File: src/shared/ipen_pkg.sv
// Package for the inter-partition event notifier: sizes, event codes, carriers.
// Assumes a single 250 MHz core clock and synchronous event inputs.
package ipen_pkg;
  localparam int NUM_PORTS = 8;
  localparam int NUM_PARTS = 4;
  localparam int NUM_SRC   = 8;
  localparam int MSG_W     = 32;
  localparam int PART_W    = 2;

  // Event source codes, one status bit per code
  localparam int SRC_LINK_UP   = 0;
  localparam int SRC_LINK_DOWN = 1;
  localparam int SRC_AER       = 2;
  localparam int SRC_FUND_RST  = 3;
  localparam int SRC_HOT_RST   = 4;
  localparam int SRC_FO_START  = 5;
  localparam int SRC_FO_DONE   = 6;
  localparam int SRC_GSIG      = 7;

  localparam logic [NUM_SRC-1:0]   STAT_RESET = 8'h00;
  localparam logic [MSG_W-1:0]     MSG_RESET  = 32'h0000_0000;
  localparam logic [NUM_PORTS-1:0] PORT_NONE  = 8'h00;

  // Per-port operating mode
  typedef enum logic [1:0] {
    IPEN_MODE_DISABLED   = 2'h0,
    IPEN_MODE_UNATTACHED = 2'h1,
    IPEN_MODE_UPSTREAM   = 2'h2,
    IPEN_MODE_OTHER      = 2'h3
  } ipen_mode_t;

  typedef struct packed {
    logic [NUM_PORTS-1:0] dl_up;
    logic [NUM_PORTS-1:0] aer_err;
    logic [NUM_PARTS-1:0] fund_rst;
    logic [NUM_PARTS-1:0] hot_rst;
    logic                 fo_start;
    logic                 fo_done;
  } ipen_hw_ev_t;

  typedef struct packed {
    logic              wr;
    logic [MSG_W-1:0]  data;
  } ipen_gsig_t;
endpackage

File: src/logic/ipen_part_stat.sv
// Per-partition sticky status and interrupt request for one receiving partition.
// Assumes raised events are one-cycle pulses already filtered by routing.
`timescale 1ns/1ps
module ipen_part_stat (
  input  wire logic                          clk_i,
  input  wire logic                          rst_n_i,
  input  wire logic [ipen_pkg::NUM_SRC-1:0]  raise_i,
  input  wire logic [ipen_pkg::NUM_SRC-1:0]  clear_i,
  input  wire logic                          attached_i,
  output logic      [ipen_pkg::NUM_SRC-1:0]  status_o,
  output logic                               irq_o
);
  logic [ipen_pkg::NUM_SRC-1:0] status;
  wire  [ipen_pkg::NUM_SRC-1:0] next_status;

  // Set wins over a clear in the same cycle; detached partitions hold nothing
  assign next_status = attached_i ? ((status & ~clear_i) | raise_i) : ipen_pkg::STAT_RESET;

  always_ff @(posedge clk_i or negedge rst_n_i)
  begin
    if (!rst_n_i)
    begin
      status <= ipen_pkg::STAT_RESET;
      irq_o  <= 1'b0;
    end
    else
    begin
      status <= next_status;
      irq_o  <= |next_status;
    end
  end

  assign status_o = status;
endmodule

File: src/logic/ipen_top.sv
// Inter-partition event notifier: detects switch events and routes them to partitions.
// Assumes synchronous inputs, configuration held stable by the management logic.
`timescale 1ns/1ps
module ipen_top (
  input  wire logic                                             clk_i,
  input  wire logic                                             rst_n_i,
  input  wire ipen_pkg::ipen_hw_ev_t                            hw_ev_i,
  input  wire ipen_pkg::ipen_gsig_t [ipen_pkg::NUM_PARTS-1:0]   gsig_i,
  input  wire logic [ipen_pkg::NUM_SRC-1:0][ipen_pkg::NUM_PARTS-1:0] route_i,
  input  wire ipen_pkg::ipen_mode_t [ipen_pkg::NUM_PORTS-1:0]   port_mode_i,
  input  wire logic [ipen_pkg::NUM_PORTS-1:0][ipen_pkg::PART_W-1:0] port_part_i,
  input  wire logic [ipen_pkg::NUM_PARTS-1:0][ipen_pkg::NUM_SRC-1:0] clear_i,
  output logic [ipen_pkg::NUM_PARTS-1:0][ipen_pkg::NUM_SRC-1:0] status_o,
  output logic [ipen_pkg::NUM_PARTS-1:0]                        irq_o,
  output logic [ipen_pkg::MSG_W-1:0]                            msg_o,
  output logic [ipen_pkg::PART_W-1:0]                           msg_src_o
);
  localparam int NP = ipen_pkg::NUM_PARTS;
  localparam int NQ = ipen_pkg::NUM_PORTS;
  localparam int NS = ipen_pkg::NUM_SRC;
  localparam int PW = ipen_pkg::PART_W;
  localparam int MW = ipen_pkg::MSG_W;

  // Link state at the previous edge. Reset clears it, so a link that is
  // already up when reset lifts is reported once as coming up.
  logic [NQ-1:0]          dl_up_q;
  logic [MW-1:0]          msg;
  logic [PW-1:0]          msg_src;

  // Per-port decode
  wire  [NQ-1:0]          port_disabled;
  wire  [NQ-1:0]          port_unattached;
  wire  [NQ-1:0]          port_member;
  wire  [NQ-1:0]          port_upstream;
  wire  [NQ-1:0]          up_edge;
  wire  [NQ-1:0]          down_edge;
  wire  [NQ-1:0]          aer_hit;

  // Per-source events, one wire each
  wire                    ev_link_up;
  wire                    ev_link_down;
  wire                    ev_aer;
  wire                    ev_fund_rst;
  wire                    ev_hot_rst;
  wire                    ev_fo_start;
  wire                    ev_fo_done;
  wire                    ev_gsig;
  wire  [NS-1:0]          event_now;

  // Per-partition decode
  wire  [NP-1:0]          part_attached;
  wire  [NP-1:0]          gsig_wr;
  wire  [NP-1:0]          gsig_lower;
  wire  [NP-1:0]          gsig_first;
  wire  [NP-1:0][NS-1:0]  route_mask;
  wire  [NP-1:0][NS-1:0]  raise;
  wire  [NP-1:0][NS-1:0]  status;
  wire  [NP-1:0]          irq;

  // Message pick
  wire  [NP-1:0][MW-1:0]  msg_term;
  wire  [NP-1:0][PW-1:0]  src_term;
  wire  [NP:0][MW-1:0]    msg_or;
  wire  [NP:0][PW-1:0]    src_or;
  wire  [MW-1:0]          next_msg;
  wire  [PW-1:0]          next_msg_src;

  genvar gq;
  genvar gp;
  genvar gk;
  genvar gs;

  // Port classification, link edges and error levels
  generate
    for (gq = 0; gq < NQ; gq++)
    begin : g_port
      assign port_disabled[gq]   = (port_mode_i[gq] == ipen_pkg::IPEN_MODE_DISABLED);
      assign port_unattached[gq] = (port_mode_i[gq] == ipen_pkg::IPEN_MODE_UNATTACHED);
      assign port_upstream[gq]   = (port_mode_i[gq] == ipen_pkg::IPEN_MODE_UPSTREAM);
      // Disabled and unattached ports belong to no partition
      assign port_member[gq]     = !port_disabled[gq] && !port_unattached[gq];

      assign up_edge[gq]   = hw_ev_i.dl_up[gq] && !dl_up_q[gq] && port_member[gq];
      assign down_edge[gq] = !hw_ev_i.dl_up[gq] && dl_up_q[gq] && port_member[gq];
      assign aer_hit[gq]   = hw_ev_i.aer_err[gq] && port_member[gq];
    end
  endgenerate

  // Each source collapses to one bit; the receiver learns the kind, not the port
  assign ev_link_up   = |up_edge;
  assign ev_link_down = |down_edge;
  assign ev_aer       = |aer_hit;
  assign ev_fund_rst  = |hw_ev_i.fund_rst;
  assign ev_hot_rst   = |hw_ev_i.hot_rst;
  assign ev_fo_start  = hw_ev_i.fo_start;
  assign ev_fo_done   = hw_ev_i.fo_done;
  assign ev_gsig      = |gsig_wr;

  assign event_now[ipen_pkg::SRC_LINK_UP]   = ev_link_up;
  assign event_now[ipen_pkg::SRC_LINK_DOWN] = ev_link_down;
  assign event_now[ipen_pkg::SRC_AER]       = ev_aer;
  assign event_now[ipen_pkg::SRC_FUND_RST]  = ev_fund_rst;
  assign event_now[ipen_pkg::SRC_HOT_RST]   = ev_hot_rst;
  assign event_now[ipen_pkg::SRC_FO_START]  = ev_fo_start;
  assign event_now[ipen_pkg::SRC_FO_DONE]   = ev_fo_done;
  assign event_now[ipen_pkg::SRC_GSIG]      = ev_gsig;

  // Per receiving partition: attachment, routing and sticky status
  generate
    for (gp = 0; gp < NP; gp++)
    begin : g_part
      wire [NQ-1:0] is_up;

      for (gk = 0; gk < NQ; gk++)
      begin : g_up
        assign is_up[gk] = port_upstream[gk] && (port_part_i[gk] == PW'(gp));
      end

      // Only an upstream port can carry the interrupt, so a partition without
      // one is never notified, whatever the routing says
      assign part_attached[gp] = |is_up;
      assign gsig_wr[gp]       = gsig_i[gp].wr && part_attached[gp];

      for (gs = 0; gs < NS; gs++)
      begin : g_src
        assign route_mask[gp][gs] = route_i[gs][gp];
      end

      assign raise[gp] = event_now & route_mask[gp];

      ipen_part_stat u_stat (
        .clk_i      (clk_i),
        .rst_n_i    (rst_n_i),
        .raise_i    (raise[gp]),
        .clear_i    (clear_i[gp]),
        .attached_i (part_attached[gp]),
        .status_o   (status[gp]),
        .irq_o      (irq[gp])
      );
    end
  endgenerate

  // Lowest partition wins when two signal in the same cycle; the others'
  // events still latch, only their message words are lost
  assign gsig_lower[0] = 1'b0;

  generate
    for (gp = 1; gp < NP; gp++)
    begin : g_prio
      assign gsig_lower[gp] = gsig_lower[gp-1] || gsig_wr[gp-1];
    end
  endgenerate

  assign gsig_first = gsig_wr & ~gsig_lower;

  // One-hot and-or pick, so no priority chain sits on the data path
  assign msg_or[0] = '0;
  assign src_or[0] = '0;

  generate
    for (gp = 0; gp < NP; gp++)
    begin : g_pick
      assign msg_term[gp] = gsig_first[gp] ? gsig_i[gp].data : '0;
      assign src_term[gp] = gsig_first[gp] ? PW'(gp) : '0;
      assign msg_or[gp+1] = msg_or[gp] | msg_term[gp];
      assign src_or[gp+1] = src_or[gp] | src_term[gp];
    end
  endgenerate

  // Nothing written this cycle: the last message stands
  assign next_msg     = ev_gsig ? msg_or[NP] : msg;
  assign next_msg_src = ev_gsig ? src_or[NP] : msg_src;

  // Link history for the edge detectors
  always_ff @(posedge clk_i or negedge rst_n_i)
  begin
    if (!rst_n_i)
    begin
      dl_up_q <= ipen_pkg::PORT_NONE;
    end
    else
    begin
      dl_up_q <= hw_ev_i.dl_up;
    end
  end

  // Message store; the output copy keeps msg_o straight off a flip-flop
  always_ff @(posedge clk_i or negedge rst_n_i)
  begin
    if (!rst_n_i)
    begin
      msg       <= ipen_pkg::MSG_RESET;
      msg_src   <= '0;
      msg_o     <= ipen_pkg::MSG_RESET;
      msg_src_o <= '0;
    end
    else
    begin
      msg       <= next_msg;
      msg_src   <= next_msg_src;
      msg_o     <= next_msg;
      msg_src_o <= next_msg_src;
    end
  end

  // Both come straight from the leaf flip-flops
  assign status_o = status;
  assign irq_o    = irq;
endmodule

File: config.mk
export PLATFORM = sky130hd
export DESIGN_NAME = ipen_top
export DESIGN_NICKNAME = d
export VERILOG_FILES = /design/src/shared/ipen_pkg.sv /design/src/logic/ipen_part_stat.sv /design/src/logic/ipen_top.sv
export SDC_FILE = /design/constraint.sdc
export NUM_CORES = 1
export LEC_CHECK = 0
export ABC_AREA = 0
export BUFFER_PORTS_ARGS = -buffer_cell sky130_fd_sc_hd__buf_4
export CORE_AREA = 2 2 127 129
export CTS_CLUSTER_SIZE = 12
export DETAILED_ROUTE_END_ITERATION = 10
export DIE_AREA = 0 0 129 131
export HOLD_SLACK_MARGIN = 0.08
export RECOVER_POWER = 50
export SYNTH_ARGS = -nofsm -noshare
export SYNTH_HDL_FRONTEND = slang
export SYNTH_HIERARCHICAL = 1
export SYNTH_SLANG_ARGS = --single-unit
File: constraint.sdc
create_clock -name clk_i -period 1.95 [get_ports clk_i]
set_clock_uncertainty 0.1 [all_clocks]
set_input_delay 0.39 -clock clk_i [delete_from_list [all_inputs] [get_ports clk_i]]
set_output_delay 0.39 -clock clk_i [all_outputs]
set_load 0.01 [all_outputs]
==> Word level (Yosys, flattened, before mapping) <==
Cells that the tools add are included.
{ "word_totals": {"reg_bits": 78, "in_bits": 256, "out_inout_bits": 70} }
{ "classes": {"eq_ne": 40, "mux": 11, "bitwise": 23, "reduce_logical": 148} }
{ "op_table": {"columns": ["operator", "count"], "rows": [
  ["two-way mux 32 bit", 4],
  ["OR 32 bit", 3],
  ["OR reduction 8 bit", 11],
  ["logical AND 1 bit", 84],
  ["bitwise AND 8 bit", 8],
  ["equality test 2 bit (second input constant)", 24],
  ["equality test 2 x 1 -> 1 bit (second input constant)", 16],
  ["logical NOT 1 bit", 32],
  ["logical NOT 2 bit", 16],
  ["two-way mux 8 bit", 4],
  ["inverter 8 bit", 4],
  ["OR 8 bit", 4],
  ["OR reduction 4 bit", 3],
  ["bitwise AND 4 bit", 1],
  ["two-way mux 2 bit", 2],
  ["inverter 4 bit", 1],
  ["logical OR 1 bit", 2],
  ["OR 1 x 2 -> 2 bit", 1],
  ["OR 2 bit", 1],
  ["two-way mux 1 bit", 1]
]} }

==> Logic depth before layout (Yosys ltp) <==
Gate-level depths: netlist of run 1.
{ "depth": {"word_depth": 12, "mapped_depth": 9} }

==> By module <==
Netlist of run 1, hierarchy kept.
{ "by_module_without_submodules": {"columns": ["mod", "instances", "cells_each", "area_per_inst_um2", "seq_area_each_um2"], "rows": [
  ["ipen_top", 1, 385, 3108.0, 1051.0],
  ["ipen_part_stat", 4, 31, 411.6, 225.2]
]} }

==> Least setup slack after synthesis of run 1 <==
No wires, ideal clock.
{ "synth_timing": {"path_kind": "in2reg", "start": "in port_mode_i[3] (netlist bit)", "end": "reg g_part[0].u_stat.irq_o", "setup_ps": 143, "t_arrival_ps": 2397, "setup_slack_ps": -690, "cell_stages": 8, "path_buffers": 1, "path_cell_list": "nor4b_1 or4_1 o21ai_2 nand4_1 clkbuf_1 and2_1 o41ai_1 nand4_1"} }
{ "synth_lines": {"columns": ["item", "line_no", "text"], "rows": [
  ["start, declared", "ipen_top.sv:10", "input wire ipen_pkg::ipen_mode_t [ipen_pkg::NUM_PORTS-1:0] port_mode_i,"],
  ["end signal, assigned", "ipen_part_stat.sv:29", "irq_o <= |next_status;"],
  ["end, declared", "ipen_part_stat.sv:11", "output logic irq_o"]
]} }

==> results of run 1 <==
-- kinds of logic after synthesis --
| logic type | synth area share [%] |
|---|---|
| flip-flops | 41.1 |
| buffers and inverters | 3.50 |
| AND/OR/NAND/NOR | 30.6 |
| AO/OA/AOI/OAI | 24.9 |
-- area by class of cell --
cell class	instances	area, sq um
fill	1446	6880
timing repair buffer	401	3180
multi-input combinational	397	3010
sequential	78	1950
tap	216	270
clock buffer	13	250
clock inverter	3	43.8
inverter	2	7.51
-- worst max-delay path, stage by stage --
cell and delay, ns:
buf_8 0.10, nor4bb_4 0.15, or4_4 0.58, o21ai_4 0.19
nand4_1 0.12, buf_6 0.17, and2_4 0.14, o41ai_2 0.26
nand4_1 0.11
-- repair_timing --
| action | 4_1_cts | 5_1_grt |
|---|---|---|
| gates cloned | 2 | 4 |
| hold buffers | 3 | 0 |
| gates resized for setup | 21 | 51 |
| buffers inserted | 3 | 6 |
| setup endpoints to repair | 37 | 38 |
| hold endpoints to repair | 24 | 0 |
| pin swaps | 2 | 30 |
-- worst min-delay path by stage --
stage,to,start,slack (ns),cells after the start
after CTS,dl_up_q[0],hw_ev_i[18],0.15,2
after global placement,g_part[1].u_stat/status_o[2],rst_n_i,0.21,1
after floorplan,dl_up_q[0],rst_n_i,-0.006,0
after global routing,dl_up_q[0],hw_ev_i[18],0.18,2
final,dl_up_q[0],hw_ev_i[18],0.19,2
after detailed placement,g_part[1].u_stat/status_o[2],rst_n_i,0.22,1
-- through the flow --
stage | std cells | setup WS (ns) | area, sq um
CTS | 1102 | -0.153 | 8430
floorplan | 509 | -0.478 | 4870
finish | 1110 | -0.158 | 8710
global placement | 1078 | -0.483 | 7930
detailed placement | 1078 | -0.552 | 7930
global route | 1110 | -0.229 | 8710
-- power by group through the flow --
stage,registers (mW),clock network (mW),logic (mW)
after floorplan,2.23,0,0.859
after global routing,2.13,1.81,2.71
after global placement,2.11,0,2.30
after detailed placement,2.12,0,2.33
after CTS,2.10,1.74,2.42
final,2.10,1.69,2.53
-- per-layer routing --
| layer | up-vias | routed length (um) |
|---|---|---|
| li1 | 2688 | - |
| met5 | - | 0 |
| met3 | 46 | 1540 |
| met1 | 2625 | 8190 |
| met2 | 288 | 11100 |
| met4 | 0 | 701 |
-- cell usage after synthesis (all sizes together) (2+ instances only) --
cell type	count
nand4	7
nor4bb	15
nor3	2
a22oi	4
o41ai	17
o21ai	2
nand2	47
nor2	35
nand3b	4
and3b	2
inv	2
and2	24
nand4b	8
a21oi	32
dfrtp	78
o22ai	4
or2	2
o21a	34
o2bb2ai	32
or4	5
nor4b	8
a31oi	33
nor4	4
nand3	32
buf	12
nor2b	40
clkbuf	20
-- state kept, by name (all words and copies together), names as in the netlist --
signal,cells
g_part.u_stat/irq_o,4
msg_o,32
dl_up_q,8
msg_src_o,2
g_part.u_stat/status_o,32
==> results.py, run 1 <==
metrics = {
    "outcome": {
        "outcome": "finished with violations",
        "violations": "negative setup slack",
    },
    "timing": {
        "slew_headroom_pct": 58.7,
        "slew_violations": 0,
        "fin_crit_sh_pct": 108,
        "worst_slew_pin_slew_ns": 0.619,
        "grt_setup_unrepaired": "yes",
        "clock.fmax_ghz": 0.474,
        "fin_setup_tns_ns": -4.17,
        "setup_viol": 39,
        "min_period_ns": 2.11,
        "hold_viol": 0,
        "worst_slack_ns": -0.158,
        "whs_ns": 0.189,
    },
    "logic_synthesis": {
        "synth_warnings": 6,
        "async_flop_share_pct": 100,
        "synth_area_sq_um": 4750,
        "synth_ff_type": "dfrtp_1",
        "synth_edf_count": 0,
        "synth_top_area_share_pct": 41.1,
        "synthDistinctLibCells": 37,
        "syn-num-nets": 765,
        "yosysSeqAreaShare_pct": 41.1,
        "ys_seq_elements": 78,
        "synth_top_cell_by_area": "dfrtp_1",
        "synthTopCellsByArea": "dfrtp_1 (41%), o2bb2ai_1 (5.9%), o21a_1 (5.4%)",
        "netlist_instances": 509,
        "avgSynthCellArea_sq_um": 9.34,
    },
    "clock_network": {
        "clk_path_buf_depth": 2,
        "cts_num_sinks": 78,
        "insertion_delay_ns": 0.33,
        "ctsHtreeMaxLevel": 3,
        "numCtsBuffers": 9,
        "root_buffer": "clkbuf_16",
        "path_clk_slew_ns": 0.06,
        "cts_tree": "done",
    },
    "drt": {
        "ant_nets": 0,
        "drt_first_pass_iters": 4,
        "vias_per_cell": 5.09,
        "drtIter0Drc": 245,
        "wl_um": 21500,
        "via_count": 5647,
        "post-route-drc-count": 0,
        "wl_per_cell_um": 19.4,
    },
    "global_route": {
        "grt_overflow": 0,
        "grtUsageMet1_pct": 26.7,
        "grt_use_total_pct": 23.8,
        "grtUsageMet2_pct": 43.6,
        "busiest_layer": "met2",
        "grt_max_degree": 39,
        "grt_pass1_vias": 5601,
        "antenna_found_initial": 0,
        "grtUsageMet3_pct": 5.54,
        "grt_pass1_wl_um": 30400,
    },
    "layout": {
        "num_antenna_cells": 0,
        "fin_nets": 1145,
        "drive_gt1_share_pct": 53.1,
        "syn_to_final_growth_pct": 83.3,
        "final_core_util_pct": 55.9,
        "layout_commonest_cell": "buf_4",
        "layout_common_cells": "buf_4 (359), dfrtp_1 (78), nand2_1 (36)",
    },
    "power": {
        "p_total_mw": 6.32,
        "intPower_mw": 4.33,
        "p_seq_share_pct": 33.2,
        "leakage_nw": 4.06,
        "clockPowerShare_pct": 26.7,
        "combinationalPowerShare_pct": 40.1,
        "irDropWorstVdd_mv": 0.431,
        "power.density_nw_per_um2": 725,
        "netSwitchingFraction_pct": 31.5,
        "p_sw_mw": 1.99,
    },
    "floorplanning": {
        "start_util_pct": 30.5,
        "placementRows": 46,
        "dieArea_sq_um": 16900,
        "fp.dieH_um": 131,
        "core_sq_um": 15600,
        "ios": 326,
        "die_x_um": 129,
    },
    "worst_setup_path": {
        "crit_path_end_kind": "flip-flop",
        "crit_end": "g_part[0].u_stat/irq_o",
        "crit_type": "input port to flip-flop",
        "arrival_ns": 2.21,
        "r2r_end": "g_part[2].u_stat/irq_o",
        "ff2ff_setup_slack_ns": -0.11,
        "required_ns": 2.05,
        "cp_max_fo": 6,
        "startpoint_type": "input port",
        "worstReg2RegStart": "dl_up_q[0]",
        "critPathLaunch": "port_part_i[2]",
        "r2r_cells": 8,
    },
    "place": {
        "portBuffers": 325,
        "hpwl_um": 16800,
        "gp_congestion": 0.857,
    },
    "hold_path": {
        "hold_class": "input port to flip-flop",
    },
    "flow_run": {
        "drv_cap": 0,
    },
}
No activity file was read; power rests on OpenSTA's default activity.
==> run 2: changes to the inputs <==
Settings changed: CORE_AREA 2 2 127 129 to 2 2 125 127, CTS_BUF_LIST from default to sky130_fd_sc_hd__clkbuf_4, DIE_AREA 0 0 129 131 to 0 0 127 129, SKIP_LAST_GASP from default to 1.
Clock period 1.95 ns to 2.38 ns, I/O delays scaled along.
==> results.py, run 2 (synthesis results as in run 1) <==
metrics = {
    "clock_network": {
        "numCtsBuffers": 9,
        "root_buffer": "clkbuf_4",
        "cts_tree": "done",
        "clk_path_buf_depth": 2,
        "insertion_delay_ns": 0.42,
        "ctsHtreeMaxLevel": 3,
        "cts_num_sinks": 78,
        "cts_setup_buffers": 0,
        "path_clk_slew_ns": 0.13,
    },
    "timing": {
        "fin_crit_sh_pct": 97.1,
        "hold_viol": 0,
        "slew_headroom_pct": 41.5,
        "clock.fmax_ghz": 0.433,
        "setup_viol": 0,
        "min_period_ns": 2.31,
        "worst_slew_pin_slew_ns": 0.878,
        "slew_violations": 0,
        "worst_slack_ns": 0.0702,
        "fin_setup_tns_ns": 0,
        "grt_setup_unrepaired": "no",
    },
    "worst_setup_path": {
        "required_ns": 2.57,
        "arrival_ns": 2.50,
        "crit_type": "input port to flip-flop",
        "startpoint_type": "input port",
        "cp_max_fo": 4,
        "crit_path_end_kind": "flip-flop",
    },
    "layout": {
        "fin_nets": 1121,
        "layout_commonest_cell": "buf_4",
        "layout_common_cells": "buf_4 (333), dfrtp_1 (78), nand2_1 (47)",
        "multi_input_area_sq_um": 2740,
        "fillers": 1439,
        "drive_gt1_share_pct": 45.5,
        "seq_area_sq_um": 1950,
        "syn_to_final_growth_pct": 66.6,
    },
    "drt": {
        "vias_per_cell": 5.15,
        "ant_nets": 0,
        "via_count": 5445,
        "post-route-drc-count": 0,
        "wl_per_cell_um": 18.2,
        "drt_first_pass_iters": 5,
        "wl_um": 19300,
        "drtIter0Drc": 228,
    },
    "power": {
        "intPower_mw": 3.03,
        "p_sw_mw": 1.46,
        "irDropWorstVdd_mv": 0.251,
        "leakage_nw": 3.68,
        "power.density_nw_per_um2": 568,
        "combinationalPowerShare_pct": 40.0,
        "netSwitchingFraction_pct": 32.5,
        "p_seq_share_pct": 37.8,
        "clockPowerShare_pct": 22.2,
    },
    "floorplanning": {
        "die_x_um": 127,
        "fp.dieH_um": 129,
        "core_sq_um": 15000,
        "ios": 326,
        "placementRows": 45,
        "dieArea_sq_um": 16400,
        "start_util_pct": 31.7,
    },
    "place": {
        "gp_congestion": 0.888,
        "portBuffers": 325,
        "hpwl_um": 15900,
        "dpl_worst_slack_ns": -0.234,
    },
    "global_route": {
        "grt_pass1_wl_um": 28800,
        "grt_use_total_pct": 22.7,
        "grt_pass1_vias": 5480,
        "antenna_found_initial": 0,
        "grt_overflow": 0,
        "grt_max_degree": 45,
    },
    "flow_run": {
        "drv_cap": 0,
    },
    "hold_path": {
        "hold_class": "input port to flip-flop",
    },
    "outcome": {
        "outcome": "complete, no violations",
    },
}
run 2: cell count changes in the layout (fill, tap and decap cells not counted), moves of 8 or more:
cell,delta
nand2_2,-8
clkbuf_1,+11
nand2_1,+11
clkbuf_4,+9
clkbuf_16,-13
buf_4,-26
buf_6,-8
run 2: critical path: stages:
cell	delay (ns)
dlygate4sd3_1	0.54
buf_4	0.12
inv_1	0.03
a311oi_1	0.24
nand4_1	0.15
buf_4	0.20
and2_1	0.17
o41ai_1	0.42
nand4_1	0.14
run 2: cell type report:
class | count | area share [%]
multi-input combinational | 397 | 34.6
antenna | 1 | 0.0316
sequential | 78 | 24.6
clock buffer | 9 | 0.853
timing repair buffer | 377 | 35.4
inverter | 2 | 0.0948
tap | 188 | 2.97
clock inverter | 6 | 1.41
run 2: path summary, 6_finish.rpt:
kind,endpoint,slack (ns),cells past startpoint,from
worst max-delay path,g_part[2].u_stat/irq_o,0.07,9,hw_ev_i[24]
worst min-delay path,msg_o[29],0.20,3,gsig_i[95]
worst max register to register,g_part[2].u_stat/irq_o,0.27,8,dl_up_q[7]
worst min register to register,msg_o[25],0.46,2,msg_o[25]
max in group asynchronous,g_part[0].u_stat/status_o[2],0.30,3,rst_n_i
min in group asynchronous,msg_o[23],0.65,2,rst_n_i
run 2: metrics by stage:
step | util [%] | total power, mW | area (sq um) | hold WS, ns | instances
after detailed placement | 51.8 | 3.61 | 7750 | 0.380 | 1033
final | 52.9 | 4.50 | 7920 | 0.197 | 1058
after global placement | 51.8 | 3.58 | 7750 | 0.364 | 1033
after CTS | 53.6 | 4.63 | 8020 | 0.163 | 1057
after floorplan | - | 2.53 | 4860 | 0.0804 | 509
after global routing | 52.9 | 4.78 | 7920 | 0.158 | 1057
run 2: power by group through the flow:
stage	clock network, mW	registers, mW	logic [mW]
4_1_cts	1.03	1.71	1.89
6_report	0.999	1.70	1.80
3_5_place_dp	0	1.73	1.88
5_1_grt	1.09	1.74	1.95
3_3_place_gp	0	1.72	1.86
2_1_floorplan	0	1.82	0.701
run 2: timing repair:
item                                   CTS  global route
hold buffers                             9             0
gates resized for setup                  0             1
endpoints found under the hold margin   42             0
setup endpoints to repair                0             1
run 2: routing by layer:
metal	global-route usage (%)	wire [um]
met2	42.5	9920
met5	0	0
met1	25.8	7460
met3	5.53	1480
met4	6.21	422
==> run 3: changes to the inputs <==
Settings changed: RECOVER_POWER 50 to 25.
==> results.py, run 3 (synthesis results as in run 1) <==
metrics = {
    "outcome": {
        "outcome": "complete, no violations",
    },
    "flow_run": {
        "drv_cap": 0,
    },
    "worst_setup_path": {
        "required_ns": 2.57,
        "crit_type": "input port to flip-flop",
        "r2r_end": "g_part[2].u_stat/irq_o",
        "crit_path_end_kind": "flip-flop",
        "startpoint_type": "input port",
        "arrival_ns": 2.51,
        "cp_max_fo": 4,
        "ff2ff_setup_slack_ns": 0.27,
        "worstReg2RegStart": "dl_up_q[7]",
        "r2r_cells": 8,
    },
    "timing": {
        "min_period_ns": 2.32,
        "setup_viol": 0,
        "hold_viol": 0,
        "slew_headroom_pct": 41.8,
        "worst_slew_pin_slew_ns": 0.872,
        "worst_slack_ns": 0.0623,
        "fin_crit_sh_pct": 97.4,
        "slew_violations": 0,
        "grt_setup_unrepaired": "no",
        "clock.fmax_ghz": 0.431,
    },
    "floorplanning": {
        "fp.dieH_um": 129,
        "ios": 326,
        "placementRows": 45,
        "core_sq_um": 15000,
        "start_util_pct": 31.7,
        "dieArea_sq_um": 16400,
        "die_x_um": 127,
    },
    "place": {
        "gp_congestion": 0.888,
        "hpwl_um": 15900,
        "dpl_worst_slack_ns": -0.234,
        "portBuffers": 325,
    },
    "drt": {
        "vias_per_cell": 5.15,
        "via_count": 5439,
        "drtIter0Drc": 229,
        "ant_nets": 0,
        "post-route-drc-count": 0,
        "drt_first_pass_iters": 6,
        "wl_per_cell_um": 18.2,
        "wl_um": 19300,
    },
    "global_route": {
        "antenna_found_initial": 0,
        "grt_pass1_wl_um": 28800,
        "grt_overflow": 0,
        "grt_use_total_pct": 22.7,
        "grt_pass1_vias": 5480,
        "grt_max_degree": 45,
    },
    "power": {
        "p_total_mw": 4.56,
        "leakage_nw": 3.76,
        "intPower_mw": 3.10,
        "combinationalPowerShare_pct": 40.8,
        "clockPowerShare_pct": 21.9,
        "p_sw_mw": 1.46,
        "power.density_nw_per_um2": 570,
        "p_seq_share_pct": 37.3,
        "irDropWorstVdd_mv": 0.254,
        "netSwitchingFraction_pct": 32.1,
    },
    "layout": {
        "num_antenna_cells": 0,
        "syn_to_final_growth_pct": 68.3,
        "fillers": 1419,
        "final_core_util_pct": 53.4,
        "drive_gt1_share_pct": 48.0,
        "fin_nets": 1121,
        "layout_commonest_cell": "buf_4",
        "layout_common_cells": "buf_4 (356), dfrtp_1 (78), nand2_1 (47)",
    },
    "clock_network": {
        "root_buffer": "clkbuf_4",
        "cts_num_sinks": 78,
        "numCtsBuffers": 9,
        "clk_path_buf_depth": 2,
        "cts_tree": "done",
        "path_clk_slew_ns": 0.13,
        "ctsHtreeMaxLevel": 3,
        "cts_setup_buffers": 0,
        "insertion_delay_ns": 0.42,
    },
    "hold_path": {
        "hold_depth": 3,
        "hp-start": "gsig_i[95]",
        "hold_class": "input port to flip-flop",
        "whs_endpoint": "msg_o[29]",
    },
}
-- run 3: changes by cell type in the layout (fill, tap and decap cells not counted) --
cell | previous run | this run
buf_4 | 333 | 356
clkbuf_1 | 25 | 3
clkbuf_4 | 14 | 13
diode_2 | 1 | 0
-- run 3: routing by layer --
layer	up-vias	GRT usage [%]	part of all wire [%]	wire [um]
met3	21	5.53	7.7	1480
met4	0	6.21	2.0	381
met2	237	42.5	52	9980
met1	2555	25.8	38	7420
li1	2626	-	-	-
met5	-	0	0	0
-- run 3: cell type report --
| cell class | count | area (sq um) | area share, % |
|---|---|---|---|
| repair buffers | 377 | 2890 | 36.1 |
| multi-input cells | 397 | 2740 | 34.2 |
| flip-flops and latches | 78 | 1950 | 24.4 |
| well taps | 188 | 235 | 2.94 |
| clock inverters | 6 | 111 | 1.39 |
| clock buffers | 9 | 67.6 | 0.844 |
| inverters | 2 | 7.51 | 0.0938 |
-- run 3: critical path, cell delays in order --
cell	delay, ns
dlygate4sd3_1	0.54
buf_4	0.12
inv_1	0.03
a311oi_1	0.24
nand4_1	0.15
buf_4	0.20
and2_1	0.18
o41ai_1	0.43
nand4_1	0.14
-- run 3: worst max path at each step --
stage / end / depth (start not counted) / startpoint / slack, ns
after floorplan: g_part[0].u_stat/irq_o / 8 / port_mode_i[11] / -0.13
after global placement: msg_o[0] / 9 / port_mode_i[11] / -0.20
after detailed placement: msg_o[7] / 9 / port_mode_i[1] / -0.23
after CTS: g_part[1].u_stat/irq_o / 9 / hw_ev_i[24] / 0.07
after global routing: g_part[3].u_stat/irq_o / 9 / hw_ev_i[24] / 0.01
final: g_part[2].u_stat/irq_o / 9 / hw_ev_i[24] / 0.06
-- run 3: stage by stage --
step           instance area [sq um]  instances  TNS, ns  hold WS, ns
3_5_place_dp                    7750       1033    -7.24        0.380
3_3_place_gp                    7750       1033    -6.78        0.364
6_report                        8000       1057        0        0.198
4_1_cts                         8020       1057        0        0.163
5_1_grt                         8000       1057        0        0.158
2_1_floorplan                   4860        509   -0.536       0.0804
-- run 3: what timing repair did --
item	in CTS	in global routing
hold buffers	9	0
hold endpoints to repair	42	0
resized for setup	0	1
endpoints found under the setup margin	0	1
-- run 3: power groups by stage --
stage          logic [mW]  clock network, mW  registers (mW)
2_1_floorplan       0.701                  0            1.82
3_3_place_gp         1.86                  0            1.72
3_5_place_dp         1.88                  0            1.73
4_1_cts              1.89               1.03            1.71
5_1_grt              2.02               1.09            1.74
6_report             1.86               1.00            1.70
